<file path="src/rtl/can_ctrl_pkg.sv">
// Function
// - send and receive standard and extended data frames with 0 to 8 bytes
// - bit rate programmable, fastest rate one megabit per second
// - sixteen full acceptance filters, each linkable to one of four masks
// - six message buffers, each configurable as receive or transmit
// - three transmit buffers with software priority and abort of pending sends
// - double-buffered receiver with two prioritized receive buffers
// - frames are checked for errors first, then matched against filters
// - remote, error, overload frames and interframe space handled in hardware
// - in normal mode the controller owns direction of both transmit pins
// - requested mode bits 7:5: 1xx config, 011 listen, 010 loopback, 001 disable, 000 normal
// - abort bit 4 cancels all pending transmissions in every transmit buffer
// - legacy window bits 3:1 pick the buffer mapped into the access window
// - fifo mode: bits 3:0 read-only next-buffer pointer; enhanced legacy reads zero
// - status bits 7:5 report the current operating mode
// - legacy status bits 3:1 hold the highest-priority pending interrupt source
// - legacy interrupt code uses the same encoding as the window field
// - modes 1 and 2: status bits 4:0 hold a five-bit prioritized source code
// - fifo mode: any interrupt from a receive-configured buffer reports 10000
// - programmable wake-up on bus activity through a low-pass filter
// - loopback mode routes transmitted bits internally back to the receiver
// - configuration request waits for bus idle; other modes take effect at once
// - buffer mode: 00 legacy, 01 enhanced legacy, 10 fifo, 11 reserved
// - buffer mode writable only in configuration, effective after leaving it
package can_ctrl_pkg;
	localparam logic [4:0] OFS_CONTROL = 5'h00;
	localparam logic [4:0] OFS_STATUS = 5'h04;
	localparam logic [4:0] OFS_BUF_MODE = 5'h08;
	localparam logic [4:0] OFS_BIT_TIME = 5'h0c;
	localparam logic [4:0] OFS_WAKE_CFG = 5'h10;
	localparam logic [4:0] OFS_CAPS = 5'h14;

	localparam int REQ_MODE_MSB = 7;
	localparam int REQ_MODE_LSB = 5;
	localparam int ABORT_BIT = 4;
	localparam int WIN_MSB = 3;
	localparam int WIN_LSB = 1;
	localparam int BMODE_MSB = 7;
	localparam int BMODE_LSB = 6;

	localparam logic [2:0] MODE_NORMAL = 3'h0;
	localparam logic [2:0] MODE_DISABLE = 3'h1;
	localparam logic [2:0] MODE_LOOPBACK = 3'h2;
	localparam logic [2:0] MODE_LISTEN = 3'h3;
	localparam logic [2:0] MODE_CONFIG = 3'h4;
	localparam logic [2:0] REQ_RESET = 3'h4;

	localparam logic [1:0] BMODE_LEGACY = 2'h0;
	localparam logic [1:0] BMODE_ENH = 2'h1;
	localparam logic [1:0] BMODE_FIFO = 2'h2;
	localparam logic [1:0] BMODE_RSVD = 2'h3;

	localparam logic [2:0] CODE_NONE = 3'h0;
	localparam logic [2:0] CODE_ERR = 3'h1;
	localparam logic [2:0] CODE_TX2 = 3'h2;
	localparam logic [2:0] CODE_TX1 = 3'h3;
	localparam logic [2:0] CODE_TX0 = 3'h4;
	localparam logic [2:0] CODE_RX1 = 3'h5;
	localparam logic [2:0] CODE_RX0 = 3'h6;
	localparam logic [2:0] CODE_WAKE = 3'h7;

	localparam logic [4:0] ECODE_NONE = 5'h00;
	localparam logic [4:0] ECODE_ERR = 5'h02;
	localparam logic [4:0] ECODE_TX2 = 5'h04;
	localparam logic [4:0] ECODE_TX1 = 5'h06;
	localparam logic [4:0] ECODE_TX0 = 5'h08;
	localparam logic [4:0] ECODE_WAKE = 5'h0e;
	localparam logic [4:0] ECODE_RX0 = 5'h10;
	localparam logic [4:0] ECODE_RX1 = 5'h11;
	localparam logic [4:0] ECODE_PROG0 = 5'h12;

	localparam int CLOCK_HZ = 25000000;
	localparam int BIT_TIME_MIN_NS = 1000;
	localparam int MIN_BIT_CYCLES = (BIT_TIME_MIN_NS * (CLOCK_HZ / 1000000) + 999) / 1000;
	localparam int WAKE_FILTER_NS = 2000;
	localparam int WAKE_FILTER_CYCLES = (WAKE_FILTER_NS * (CLOCK_HZ / 1000000) + 999) / 1000;
	localparam logic [3:0] MAX_PAYLOAD = 4'h8;
	localparam logic [7:0] WAKE_CFG_RESET = 8'h00;

	typedef struct packed {
		logic wake;
		logic err;
		logic tx2;
		logic tx1;
		logic tx0;
		logic rx1;
		logic rx0;
		logic [5:0] prog;
		logic [5:0] prog_is_rx;
	} irq_src_t;

	typedef struct packed {
		logic done;
		logic error;
		logic filter_hit;
		logic [3:0] dlc;
	} frame_info_t;
endpackage

</file>
<file path="src/rtl/can_controller_mode_status.sv">
`timescale 1ns/1ps
module can_controller_mode_status #(
	parameter int unsigned NUM_FILTERS = 16,
	parameter int unsigned NUM_MASKS = 4,
	parameter int unsigned NUM_PROG_BUFFERS = 6,
	parameter int unsigned NUM_TX_BUFFERS = 3,
	parameter int unsigned NUM_RX_BUFFERS = 2,
	parameter int unsigned WAKE_CYCLES = can_ctrl_pkg::WAKE_FILTER_CYCLES
) (
	input wire logic clock_i,
	input wire logic nrst_i,
	input wire logic [4:0] avs_address_i,
	input wire logic avs_read_i,
	input wire logic avs_write_i,
	input wire logic [31:0] avs_writedata_i,
	input wire logic [3:0] avs_byteenable_i,
	output logic [31:0] avs_readdata_o,
	output logic avs_waitrequest_o,
	input wire logic bus_idle_i,
	input wire logic [2:0] tx_pending_i,
	input wire logic [3:0] fifo_read_pointer_i,
	input wire can_ctrl_pkg::irq_src_t irq_src_i,
	input wire can_ctrl_pkg::frame_info_t frame_i,
	input wire logic engine_tx_i,
	input wire logic bus_receive_pin_i,
	input wire logic tx_pin_direction_a_i,
	input wire logic tx_pin_direction_b_i,
	output logic [2:0] current_op_mode_o,
	output logic [1:0] buffer_mode_o,
	output logic abort_all_tx_o,
	output logic [2:0] buffer_window_select_o,
	output logic [7:0] bit_cycles_o,
	output logic engine_rx_o,
	output logic bus_transmit_pin_a_o,
	output logic bus_transmit_pin_a_oe_n_o,
	output logic bus_transmit_pin_b_o,
	output logic bus_transmit_pin_b_oe_n_o,
	output logic frame_store_o,
	output logic [3:0] payload_len_o,
	output logic wake_event_o
);
	localparam int WCW = $clog2(WAKE_CYCLES + 1);
	localparam logic [WCW-1:0] WAKE_LAST = WCW'(WAKE_CYCLES - 1);
	localparam logic [WCW-1:0] WAKE_FULL = WCW'(WAKE_CYCLES);
	localparam logic [7:0] MIN_BIT = 8'(can_ctrl_pkg::MIN_BIT_CYCLES);

	// bus handshake: one wait cycle, then one cycle with waitrequest low
	logic ack_r;
	logic ack_nxt;
	logic wait_r;
	logic [31:0] rdata_r;
	logic [31:0] rdata_nxt;
	wire logic req = avs_read_i | avs_write_i;
	wire logic wr_take = avs_write_i & ack_r & avs_byteenable_i[0];
	wire logic [7:0] wbyte = avs_writedata_i[7:0];
	wire logic sel_ctrl = avs_address_i[4:2] == can_ctrl_pkg::OFS_CONTROL[4:2];
	wire logic sel_stat = avs_address_i[4:2] == can_ctrl_pkg::OFS_STATUS[4:2];
	wire logic sel_bmode = avs_address_i[4:2] == can_ctrl_pkg::OFS_BUF_MODE[4:2];
	wire logic sel_bit = avs_address_i[4:2] == can_ctrl_pkg::OFS_BIT_TIME[4:2];
	wire logic sel_wake = avs_address_i[4:2] == can_ctrl_pkg::OFS_WAKE_CFG[4:2];
	wire logic sel_caps = avs_address_i[4:2] == can_ctrl_pkg::OFS_CAPS[4:2];

	assign ack_nxt = req & ~ack_r;

	// control state
	logic [2:0] req_mode_r;
	logic [2:0] op_mode_r;
	logic [2:0] op_mode_nxt;
	logic abort_r;
	logic abort_nxt;
	logic [2:0] win_r;
	logic [1:0] bmode_pend_r;
	logic [1:0] bmode_act_r;
	logic [7:0] bit_cycles_r;
	logic wake_en_r;

	wire logic in_cfg = op_mode_r == can_ctrl_pkg::MODE_CONFIG;
	wire logic want_cfg = req_mode_r[2];
	wire logic legacy = bmode_act_r == can_ctrl_pkg::BMODE_LEGACY;
	wire logic fifo = bmode_act_r == can_ctrl_pkg::BMODE_FIFO;

	// configuration entry waits for an idle bus so a frame in flight is not cut
	assign op_mode_nxt = want_cfg ? (bus_idle_i ? can_ctrl_pkg::MODE_CONFIG : op_mode_r)
		: req_mode_r;
	wire logic leave_cfg = in_cfg & (op_mode_nxt != can_ctrl_pkg::MODE_CONFIG);

	wire logic wr_ctrl = wr_take & sel_ctrl;
	wire logic abort_set = wr_ctrl & wbyte[can_ctrl_pkg::ABORT_BIT];
	// set wins over the self-clear so a late write is never lost
	assign abort_nxt = abort_set | (abort_r & (tx_pending_i != 3'h0));

	wire logic [1:0] bmode_wr = wbyte[can_ctrl_pkg::BMODE_MSB:can_ctrl_pkg::BMODE_LSB];
	wire logic bmode_ok = wr_take & sel_bmode & in_cfg
		& (bmode_wr != can_ctrl_pkg::BMODE_RSVD);

	wire logic [7:0] bit_wr = (wbyte < MIN_BIT) ? MIN_BIT : wbyte;

	always_ff @(posedge clock_i or negedge nrst_i) begin
		if (!nrst_i) begin
			req_mode_r <= can_ctrl_pkg::REQ_RESET;
			op_mode_r <= can_ctrl_pkg::MODE_CONFIG;
			abort_r <= 1'b0;
			win_r <= can_ctrl_pkg::CODE_NONE;
		end else begin
			if (wr_ctrl) begin
				req_mode_r <= wbyte[can_ctrl_pkg::REQ_MODE_MSB:can_ctrl_pkg::REQ_MODE_LSB];
			end
			op_mode_r <= op_mode_nxt;
			abort_r <= abort_nxt;
			if (wr_ctrl && legacy) begin
				win_r <= wbyte[can_ctrl_pkg::WIN_MSB:can_ctrl_pkg::WIN_LSB];
			end
		end
	end

	always_ff @(posedge clock_i or negedge nrst_i) begin
		if (!nrst_i) begin
			bmode_pend_r <= can_ctrl_pkg::BMODE_LEGACY;
			bmode_act_r <= can_ctrl_pkg::BMODE_LEGACY;
			bit_cycles_r <= MIN_BIT;
			wake_en_r <= can_ctrl_pkg::WAKE_CFG_RESET[0];
		end else begin
			if (bmode_ok) begin
				bmode_pend_r <= bmode_wr;
			end
			if (leave_cfg) begin
				bmode_act_r <= bmode_pend_r;
			end
			if (wr_take && sel_bit && in_cfg) begin
				bit_cycles_r <= bit_wr;
			end
			if (wr_take && sel_wake) begin
				wake_en_r <= wbyte[0];
			end
		end
	end

	// legacy interrupt priority: error, receive, transmit, then wake-up
	wire logic [2:0] icode = irq_src_i.err ? can_ctrl_pkg::CODE_ERR
		: irq_src_i.rx0 ? can_ctrl_pkg::CODE_RX0
		: irq_src_i.rx1 ? can_ctrl_pkg::CODE_RX1
		: irq_src_i.tx0 ? can_ctrl_pkg::CODE_TX0
		: irq_src_i.tx1 ? can_ctrl_pkg::CODE_TX1
		: irq_src_i.tx2 ? can_ctrl_pkg::CODE_TX2
		: irq_src_i.wake ? can_ctrl_pkg::CODE_WAKE
		: can_ctrl_pkg::CODE_NONE;

	// lowest-numbered programmable buffer wins
	logic [4:0] prog_code [NUM_PROG_BUFFERS+1];
	logic prog_hit [NUM_PROG_BUFFERS+1];
	assign prog_code[NUM_PROG_BUFFERS] = can_ctrl_pkg::ECODE_NONE;
	assign prog_hit[NUM_PROG_BUFFERS] = 1'b0;
	genvar g;
	generate
		for (g = NUM_PROG_BUFFERS - 1; g >= 0; g--) begin : g_prog
			wire logic rx_fifo = fifo & irq_src_i.prog_is_rx[g];
			assign prog_hit[g] = irq_src_i.prog[g] | prog_hit[g+1];
			assign prog_code[g] = !irq_src_i.prog[g] ? prog_code[g+1]
				: rx_fifo ? can_ctrl_pkg::ECODE_RX0
				: can_ctrl_pkg::ECODE_PROG0 + 5'(g);
		end
	endgenerate

	wire logic [4:0] ecode = irq_src_i.err ? can_ctrl_pkg::ECODE_ERR
		: irq_src_i.rx0 ? can_ctrl_pkg::ECODE_RX0
		: irq_src_i.rx1 ? (fifo ? can_ctrl_pkg::ECODE_RX0 : can_ctrl_pkg::ECODE_RX1)
		: prog_hit[0] ? prog_code[0]
		: irq_src_i.tx0 ? can_ctrl_pkg::ECODE_TX0
		: irq_src_i.tx1 ? can_ctrl_pkg::ECODE_TX1
		: irq_src_i.tx2 ? can_ctrl_pkg::ECODE_TX2
		: irq_src_i.wake ? can_ctrl_pkg::ECODE_WAKE
		: can_ctrl_pkg::ECODE_NONE;

	// status mirrors the settled mode only, never the request
	wire logic [7:0] status_val = legacy ? {op_mode_r, 1'b0, icode, 1'b0}
		: {op_mode_r, ecode};
	wire logic [3:0] ctrl_low = legacy ? {win_r, 1'b0}
		: fifo ? fifo_read_pointer_i
		: 4'h0;
	wire logic [7:0] ctrl_val = {req_mode_r, abort_r, ctrl_low};
	wire logic [7:0] bmode_val = {bmode_pend_r, 4'h0, bmode_act_r};
	wire logic [7:0] caps_val = {3'(NUM_MASKS - 1), 5'(NUM_FILTERS - 1)};
	wire logic [7:0] caps_hi = {1'b1, 1'b1, 2'(NUM_RX_BUFFERS),
		2'(NUM_TX_BUFFERS), 2'h0};
	wire logic [7:0] caps_top = 8'(NUM_PROG_BUFFERS);

	assign rdata_nxt = !(avs_read_i && ack_nxt) ? 32'h0
		: sel_ctrl ? {24'h0, ctrl_val}
		: sel_stat ? {24'h0, status_val}
		: sel_bmode ? {24'h0, bmode_val}
		: sel_bit ? {24'h0, bit_cycles_r}
		: sel_wake ? {31'h0, wake_en_r}
		: sel_caps ? {8'h0, caps_top, caps_hi, caps_val}
		: 32'h0;

	// waitrequest kept in its own flop so the bus never sees an inverter output
	always_ff @(posedge clock_i or negedge nrst_i) begin
		if (!nrst_i) begin
			ack_r <= 1'b0;
			wait_r <= 1'b1;
			rdata_r <= 32'h0;
		end else begin
			ack_r <= ack_nxt;
			wait_r <= ~ack_nxt;
			rdata_r <= rdata_nxt;
		end
	end

	assign avs_waitrequest_o = wait_r;
	assign avs_readdata_o = rdata_r;

	// pin side
	wire logic normal = op_mode_r == can_ctrl_pkg::MODE_NORMAL;
	wire logic loop = op_mode_r == can_ctrl_pkg::MODE_LOOPBACK;
	// only normal mode may disturb the bus; other modes send recessive
	wire logic tx_bit = normal ? engine_tx_i : 1'b1;
	wire logic oe_a_n = normal ? 1'b0 : tx_pin_direction_a_i;
	wire logic oe_b_n = normal ? 1'b0 : tx_pin_direction_b_i;
	wire logic rx_bit = loop ? engine_tx_i : bus_receive_pin_i;

	wire logic stored = frame_i.done & ~frame_i.error & frame_i.filter_hit;
	wire logic [3:0] plen = (frame_i.dlc > can_ctrl_pkg::MAX_PAYLOAD)
		? can_ctrl_pkg::MAX_PAYLOAD : frame_i.dlc;

	// wake filter: dominant level must persist, glitches restart the count
	logic [WCW-1:0] wake_cnt_r;
	wire logic wake_arm = wake_en_r & (op_mode_r == can_ctrl_pkg::MODE_DISABLE);
	wire logic dominant = ~bus_receive_pin_i;
	wire logic wake_hit = wake_arm & dominant & (wake_cnt_r == WAKE_LAST);
	wire logic [WCW-1:0] wake_cnt_nxt = !(wake_arm && dominant) ? '0
		: (wake_cnt_r == WAKE_FULL) ? wake_cnt_r : wake_cnt_r + WCW'(1);

	always_ff @(posedge clock_i or negedge nrst_i) begin
		if (!nrst_i) begin
			wake_cnt_r <= '0;
			wake_event_o <= 1'b0;
			bus_transmit_pin_a_o <= 1'b1;
			bus_transmit_pin_b_o <= 1'b1;
			bus_transmit_pin_a_oe_n_o <= 1'b1;
			bus_transmit_pin_b_oe_n_o <= 1'b1;
			engine_rx_o <= 1'b1;
			frame_store_o <= 1'b0;
			payload_len_o <= 4'h0;
		end else begin
			wake_cnt_r <= wake_cnt_nxt;
			wake_event_o <= wake_hit;
			bus_transmit_pin_a_o <= tx_bit;
			bus_transmit_pin_b_o <= tx_bit;
			bus_transmit_pin_a_oe_n_o <= oe_a_n;
			bus_transmit_pin_b_oe_n_o <= oe_b_n;
			engine_rx_o <= rx_bit;
			frame_store_o <= stored;
			payload_len_o <= plen;
		end
	end

	always_ff @(posedge clock_i or negedge nrst_i) begin
		if (!nrst_i) begin
			current_op_mode_o <= can_ctrl_pkg::MODE_CONFIG;
			buffer_mode_o <= can_ctrl_pkg::BMODE_LEGACY;
			abort_all_tx_o <= 1'b0;
			buffer_window_select_o <= can_ctrl_pkg::CODE_RX0;
			bit_cycles_o <= MIN_BIT;
		end else begin
			current_op_mode_o <= op_mode_nxt;
			buffer_mode_o <= leave_cfg ? bmode_pend_r : bmode_act_r;
			abort_all_tx_o <= abort_nxt;
			buffer_window_select_o <= win_map(win_r);
			bit_cycles_o <= bit_cycles_r;
		end
	end

	// unused window codes fall back to receive buffer 0
	function automatic logic [2:0] win_map(input logic [2:0] w);
		case (w)
			can_ctrl_pkg::CODE_RX1: win_map = can_ctrl_pkg::CODE_RX1;
			can_ctrl_pkg::CODE_TX0: win_map = can_ctrl_pkg::CODE_TX0;
			can_ctrl_pkg::CODE_TX1: win_map = can_ctrl_pkg::CODE_TX1;
			can_ctrl_pkg::CODE_TX2: win_map = can_ctrl_pkg::CODE_TX2;
			default: win_map = can_ctrl_pkg::CODE_RX0;
		endcase
	endfunction
endmodule

</file>
<file path="config.mk">
export PLATFORM = sky130hd
export DESIGN_NAME = can_controller_mode_status
export DESIGN_NICKNAME = d
export VERILOG_FILES = /design/src/rtl/can_ctrl_pkg.sv /design/src/rtl/can_controller_mode_status.sv
export SDC_FILE = /design/constraint.sdc
export NUM_CORES = 1
export LEC_CHECK = 0
export ABC_AREA = 1
export ABC_CLOCK_PERIOD_IN_PS = 3100
export BUFFER_PORTS_ARGS = -buffer_cell sky130_fd_sc_hd__buf_4
export CORE_MARGIN = 3
export CORE_UTILIZATION = 50
export CTS_BUF_LIST = sky130_fd_sc_hd__clkbuf_16
export DETAILED_ROUTE_END_ITERATION = 8
export PLACE_DENSITY = 0.93
export SLEW_MARGIN = 20
export SYNTH_ARGS = -nofsm -noshare
export SYNTH_HDL_FRONTEND = slang
export SYNTH_SLANG_ARGS = --single-unit
</file>
<file path="constraint.sdc">
create_clock -name clock_i -period 3.1 [get_ports clock_i]
set_input_delay 0.155 -clock clock_i [delete_from_list [all_inputs] [get_ports clock_i]]
set_output_delay 0.155 -clock clock_i [all_outputs]
set_load 0.01 [all_outputs]
</file>
==> impl_metrics.py <==
metrics = {
    "drt": {
        "vias": 2856,
        "first_iter_violations": 197,
        "drc": 0,
        "finalWirelength_um": 7760,
        "firstDrtPassIters": 5,
        "wire_per_inst_um": 14.3,
        "viasPerCell": 5.25,
        "drtAntennaViolNets": 0,
    },
    "worst_hold_path": {
        "holdPathStages": 3,
        "hold_end": "bus_transmit_pin_a_oe_n_o",
        "worstHoldStart": "tx_pin_direction_a_i",
        "hp-class": "input port to flop",
    },
    "global_route": {
        "grt_max_degree": 62,
        "antenna_found_initial": 0,
        "grt_first_pass_wirelength_um": 13000,
        "grt_pass1_vias": 2840,
        "grt_overflow_total": 0,
        "grt_use_total": 0.229,
    },
    "timing": {
        "slew_headroom": 0.506,
        "fmax_mhz": 637,
        "worstMarginPinSlew_ns": 0.741,
        "period_share": 0.507,
        "rsz0062_at_grt": "false",
        "report.final.setup_viol": 0,
        "finalHoldViolations": 0,
        "tns_ns": 0,
        "whs_ns": 0.0120,
        "min_period_ns": 1.57,
        "fin_skew_ns": 0.00776,
        "slew_viol_final": 0,
    },
    "setup_path": {
        "reg2reg_to": "avs_readdata_o[2]",
        "start_kind": "flop",
        "rrSetupSlack_ns": 1.53,
        "rr_worst_depth": 11,
        "crit_type": "flop to flop",
        "critPathMaxFanout": 8,
        "cp_data_arrival_time_ns": 1.77,
        "cp_data_required_time_ns": 3.30,
        "worst_setup_path_end_kind": "flop",
        "r2r_start": "buffer_mode_o[1]",
    },
    "power": {
        "leakage_nw": 2.13,
        "irDropWorstVdd_mv": 0.445,
        "power_density_nw_per_um2": 679,
    },
    "clock_tree": {
        "path_clk_slew_ns": 0.06,
        "cts_buffer_depth": 2,
        "cts_tree": "done",
        "cts_buffers": 9,
        "clockRootBuffer": "clkbuf_16",
        "h-tree-depth": 3,
        "clock_sinks": 61,
        "insertion_delay_ns": 0.32,
    },
    "yosys": {
        "yosysWarnings": 0,
        "synthArstFlopShare": 1.00,
        "synth_top_area_cell": "dfrtp_1",
        "synth_flop_cell": "dfrtp_1",
        "yosys.cell_count.top_type": "nand2_1",
        "ys_ff_latch": 61,
        "synth_edf_count": 0,
        "ys_seq_area_frac": 0.498,
        "syn_area_um2": 3100,
        "synthTopCellsByArea": "dfrtp_1 37%, dfstp_2 13%, nand2_1 9.2%",
        "syn_inst": 364,
        "ys_types": 39,
        "synth_commonest_cells": "76 x nand2_1, 46 x dfrtp_1, 44 x inv_1",
        "synth_top_area_frac": 0.371,
        "synth_area_per_cell_um2": 8.52,
    },
    "job": {
        "drv_cap": 0,
    },
    "cells_and_area": {
        "postLayoutCellArea_um2": 4130,
        "fill_cells": 434,
        "nNetsFinal": 550,
        "drive_gt1_frac": 0.330,
        "syn2layout_area_growth_pct": 32.9,
        "diodes": 0,
    },
    "die": {
        "core_um2": 5960,
        "num_rows": 28,
        "fp.dieH_um": 84.8,
        "ios": 144,
        "die_x_um": 84.8,
        "start_util": 0.521,
        "die_area_um2": 7190,
    },
    "placement": {
        "port_buffers": 97,
        "gp_congestion": 0.951,
        "dp_hpwl_um": 5620,
        "detailed_place.area_um2": 3780,
    },
    "outcome": {
        "outcome": "finished, final reports clean",
    },
}
==> metal layers <==
layer  up-vias  share of wire  track usage
li1       1336              -            -
met1      1358           0.37        0.255
met2       138           0.53        0.409
met3        24          0.073       0.0559
met4         0          0.030        0.106
met5         -              0            0
==> cells in the final DEF, fill, tap and decap left out, types with 3 or more instances in the layout <==
| cell type | instances |
|---|---|
| a31oi_1 | 6 |
| o21ai_0 | 28 |
| clkbuf_16 | 9 |
| nand2_2 | 5 |
| a21oi_1 | 16 |
| nand2_1 | 76 |
| o211ai_1 | 4 |
| nor2_1 | 28 |
| xor2_1 | 3 |
| inv_2 | 9 |
| ha_1 | 3 |
| dfstp_2 | 15 |
| nand3_1 | 19 |
| dfrtp_1 | 46 |
| dlygate4sd3_1 | 3 |
| o21ai_1 | 5 |
| buf_4 | 97 |
| inv_1 | 45 |
| conb_1 | 17 |
| nor2_4 | 4 |
==> cells by family (layout without fill, tap and decap cells) <==
group	count (synthesis)	in the layout	share of synthesized area
AOI/OAI and AO/OA	73	73	0.142
xor gates and xnor gates	3	3	0.00847
adders and majority gates	3	3	0.0121
buffers and inverters	81	170	0.132
DFF	61	61	0.498
other	1	17	0.00121
and+or+nand+nor	142	142	0.206
==> worst max-delay path by stage <==
stage,start,to,slack [ns],cells after the start
global placement,buffer_mode_o[1],avs_readdata_o[2],1.65,11
floorplan,current_op_mode_o[2],bit_cycles_r[0],1.77,6
detailed placement,buffer_mode_o[1],avs_readdata_o[2],1.59,11
finish,buffer_mode_o[1],avs_readdata_o[2],1.53,11
CTS,buffer_mode_o[1],avs_readdata_o[2],1.54,11
global route,current_op_mode_o[2],bit_cycles_r[1],1.39,4
==> metrics by stage <==
| step | instances | utilization | power [mW] | setup slack, ns |
|---|---|---|---|---|
| after floorplan | 380 | - | 1.45 | 1.77 |
| after global placement | 525 | 0.634 | 1.71 | 1.65 |
| after detailed placement | 525 | 0.634 | 1.74 | 1.59 |
| after CTS | 544 | 0.693 | 2.81 | 1.54 |
| after global routing | 544 | 0.693 | 2.94 | 1.39 |
| final | 544 | 0.693 | 2.80 | 1.53 |
==> state kept, by name, summed over array words and instances (netlist names), 2 cells and up <==
register,count
avs_readdata_o,9
bit_cycles_o,8
bit_cycles_r,8
bmode_pend_r,2
buffer_mode_o,2
buffer_window_select_o,3
current_op_mode_o,3
payload_len_o,4
req_mode_r,3
wake_cnt_r,6
win_r,3
==> power breakdown <==
part	switching [mW]	internal, mW
Clock	0.354	0.699
Sequential	0.124	0.977
Combinational	0.377	0.268
==> timing repair <==
action / in CTS / in global routing
hold endpoints to repair: 48 / 0
gates resized for setup: 0 / 0
hold buffers: 3 / 0
buffers inserted: 0 / 0
==> critical path, cell delays in order (launching register included) <==
cell	delay, ns
dfrtp_1	0.49
inv_2	0.10
nor2_4	0.22
nand2_1	0.09
nand2_1	0.06
nand2_1	0.05
nand3b_1	0.09
nand2_1	0.07
nand2_1	0.08
nand2_1	0.07
nand2_1	0.06
a21oi_1	0.06
==> final cells by class <==
cell class	instances	area [µm²]	share of cell area
well taps	75	93.8	0.0227
clock buffers	9	225	0.0546
clock inverters	7	91.3	0.0221
inverters	54	203	0.0491
flip-flops and latches	61	1550	0.375
multi-input cells	238	1210	0.293
repair buffers	100	758	0.184
(Power assumes the default switching activity.)
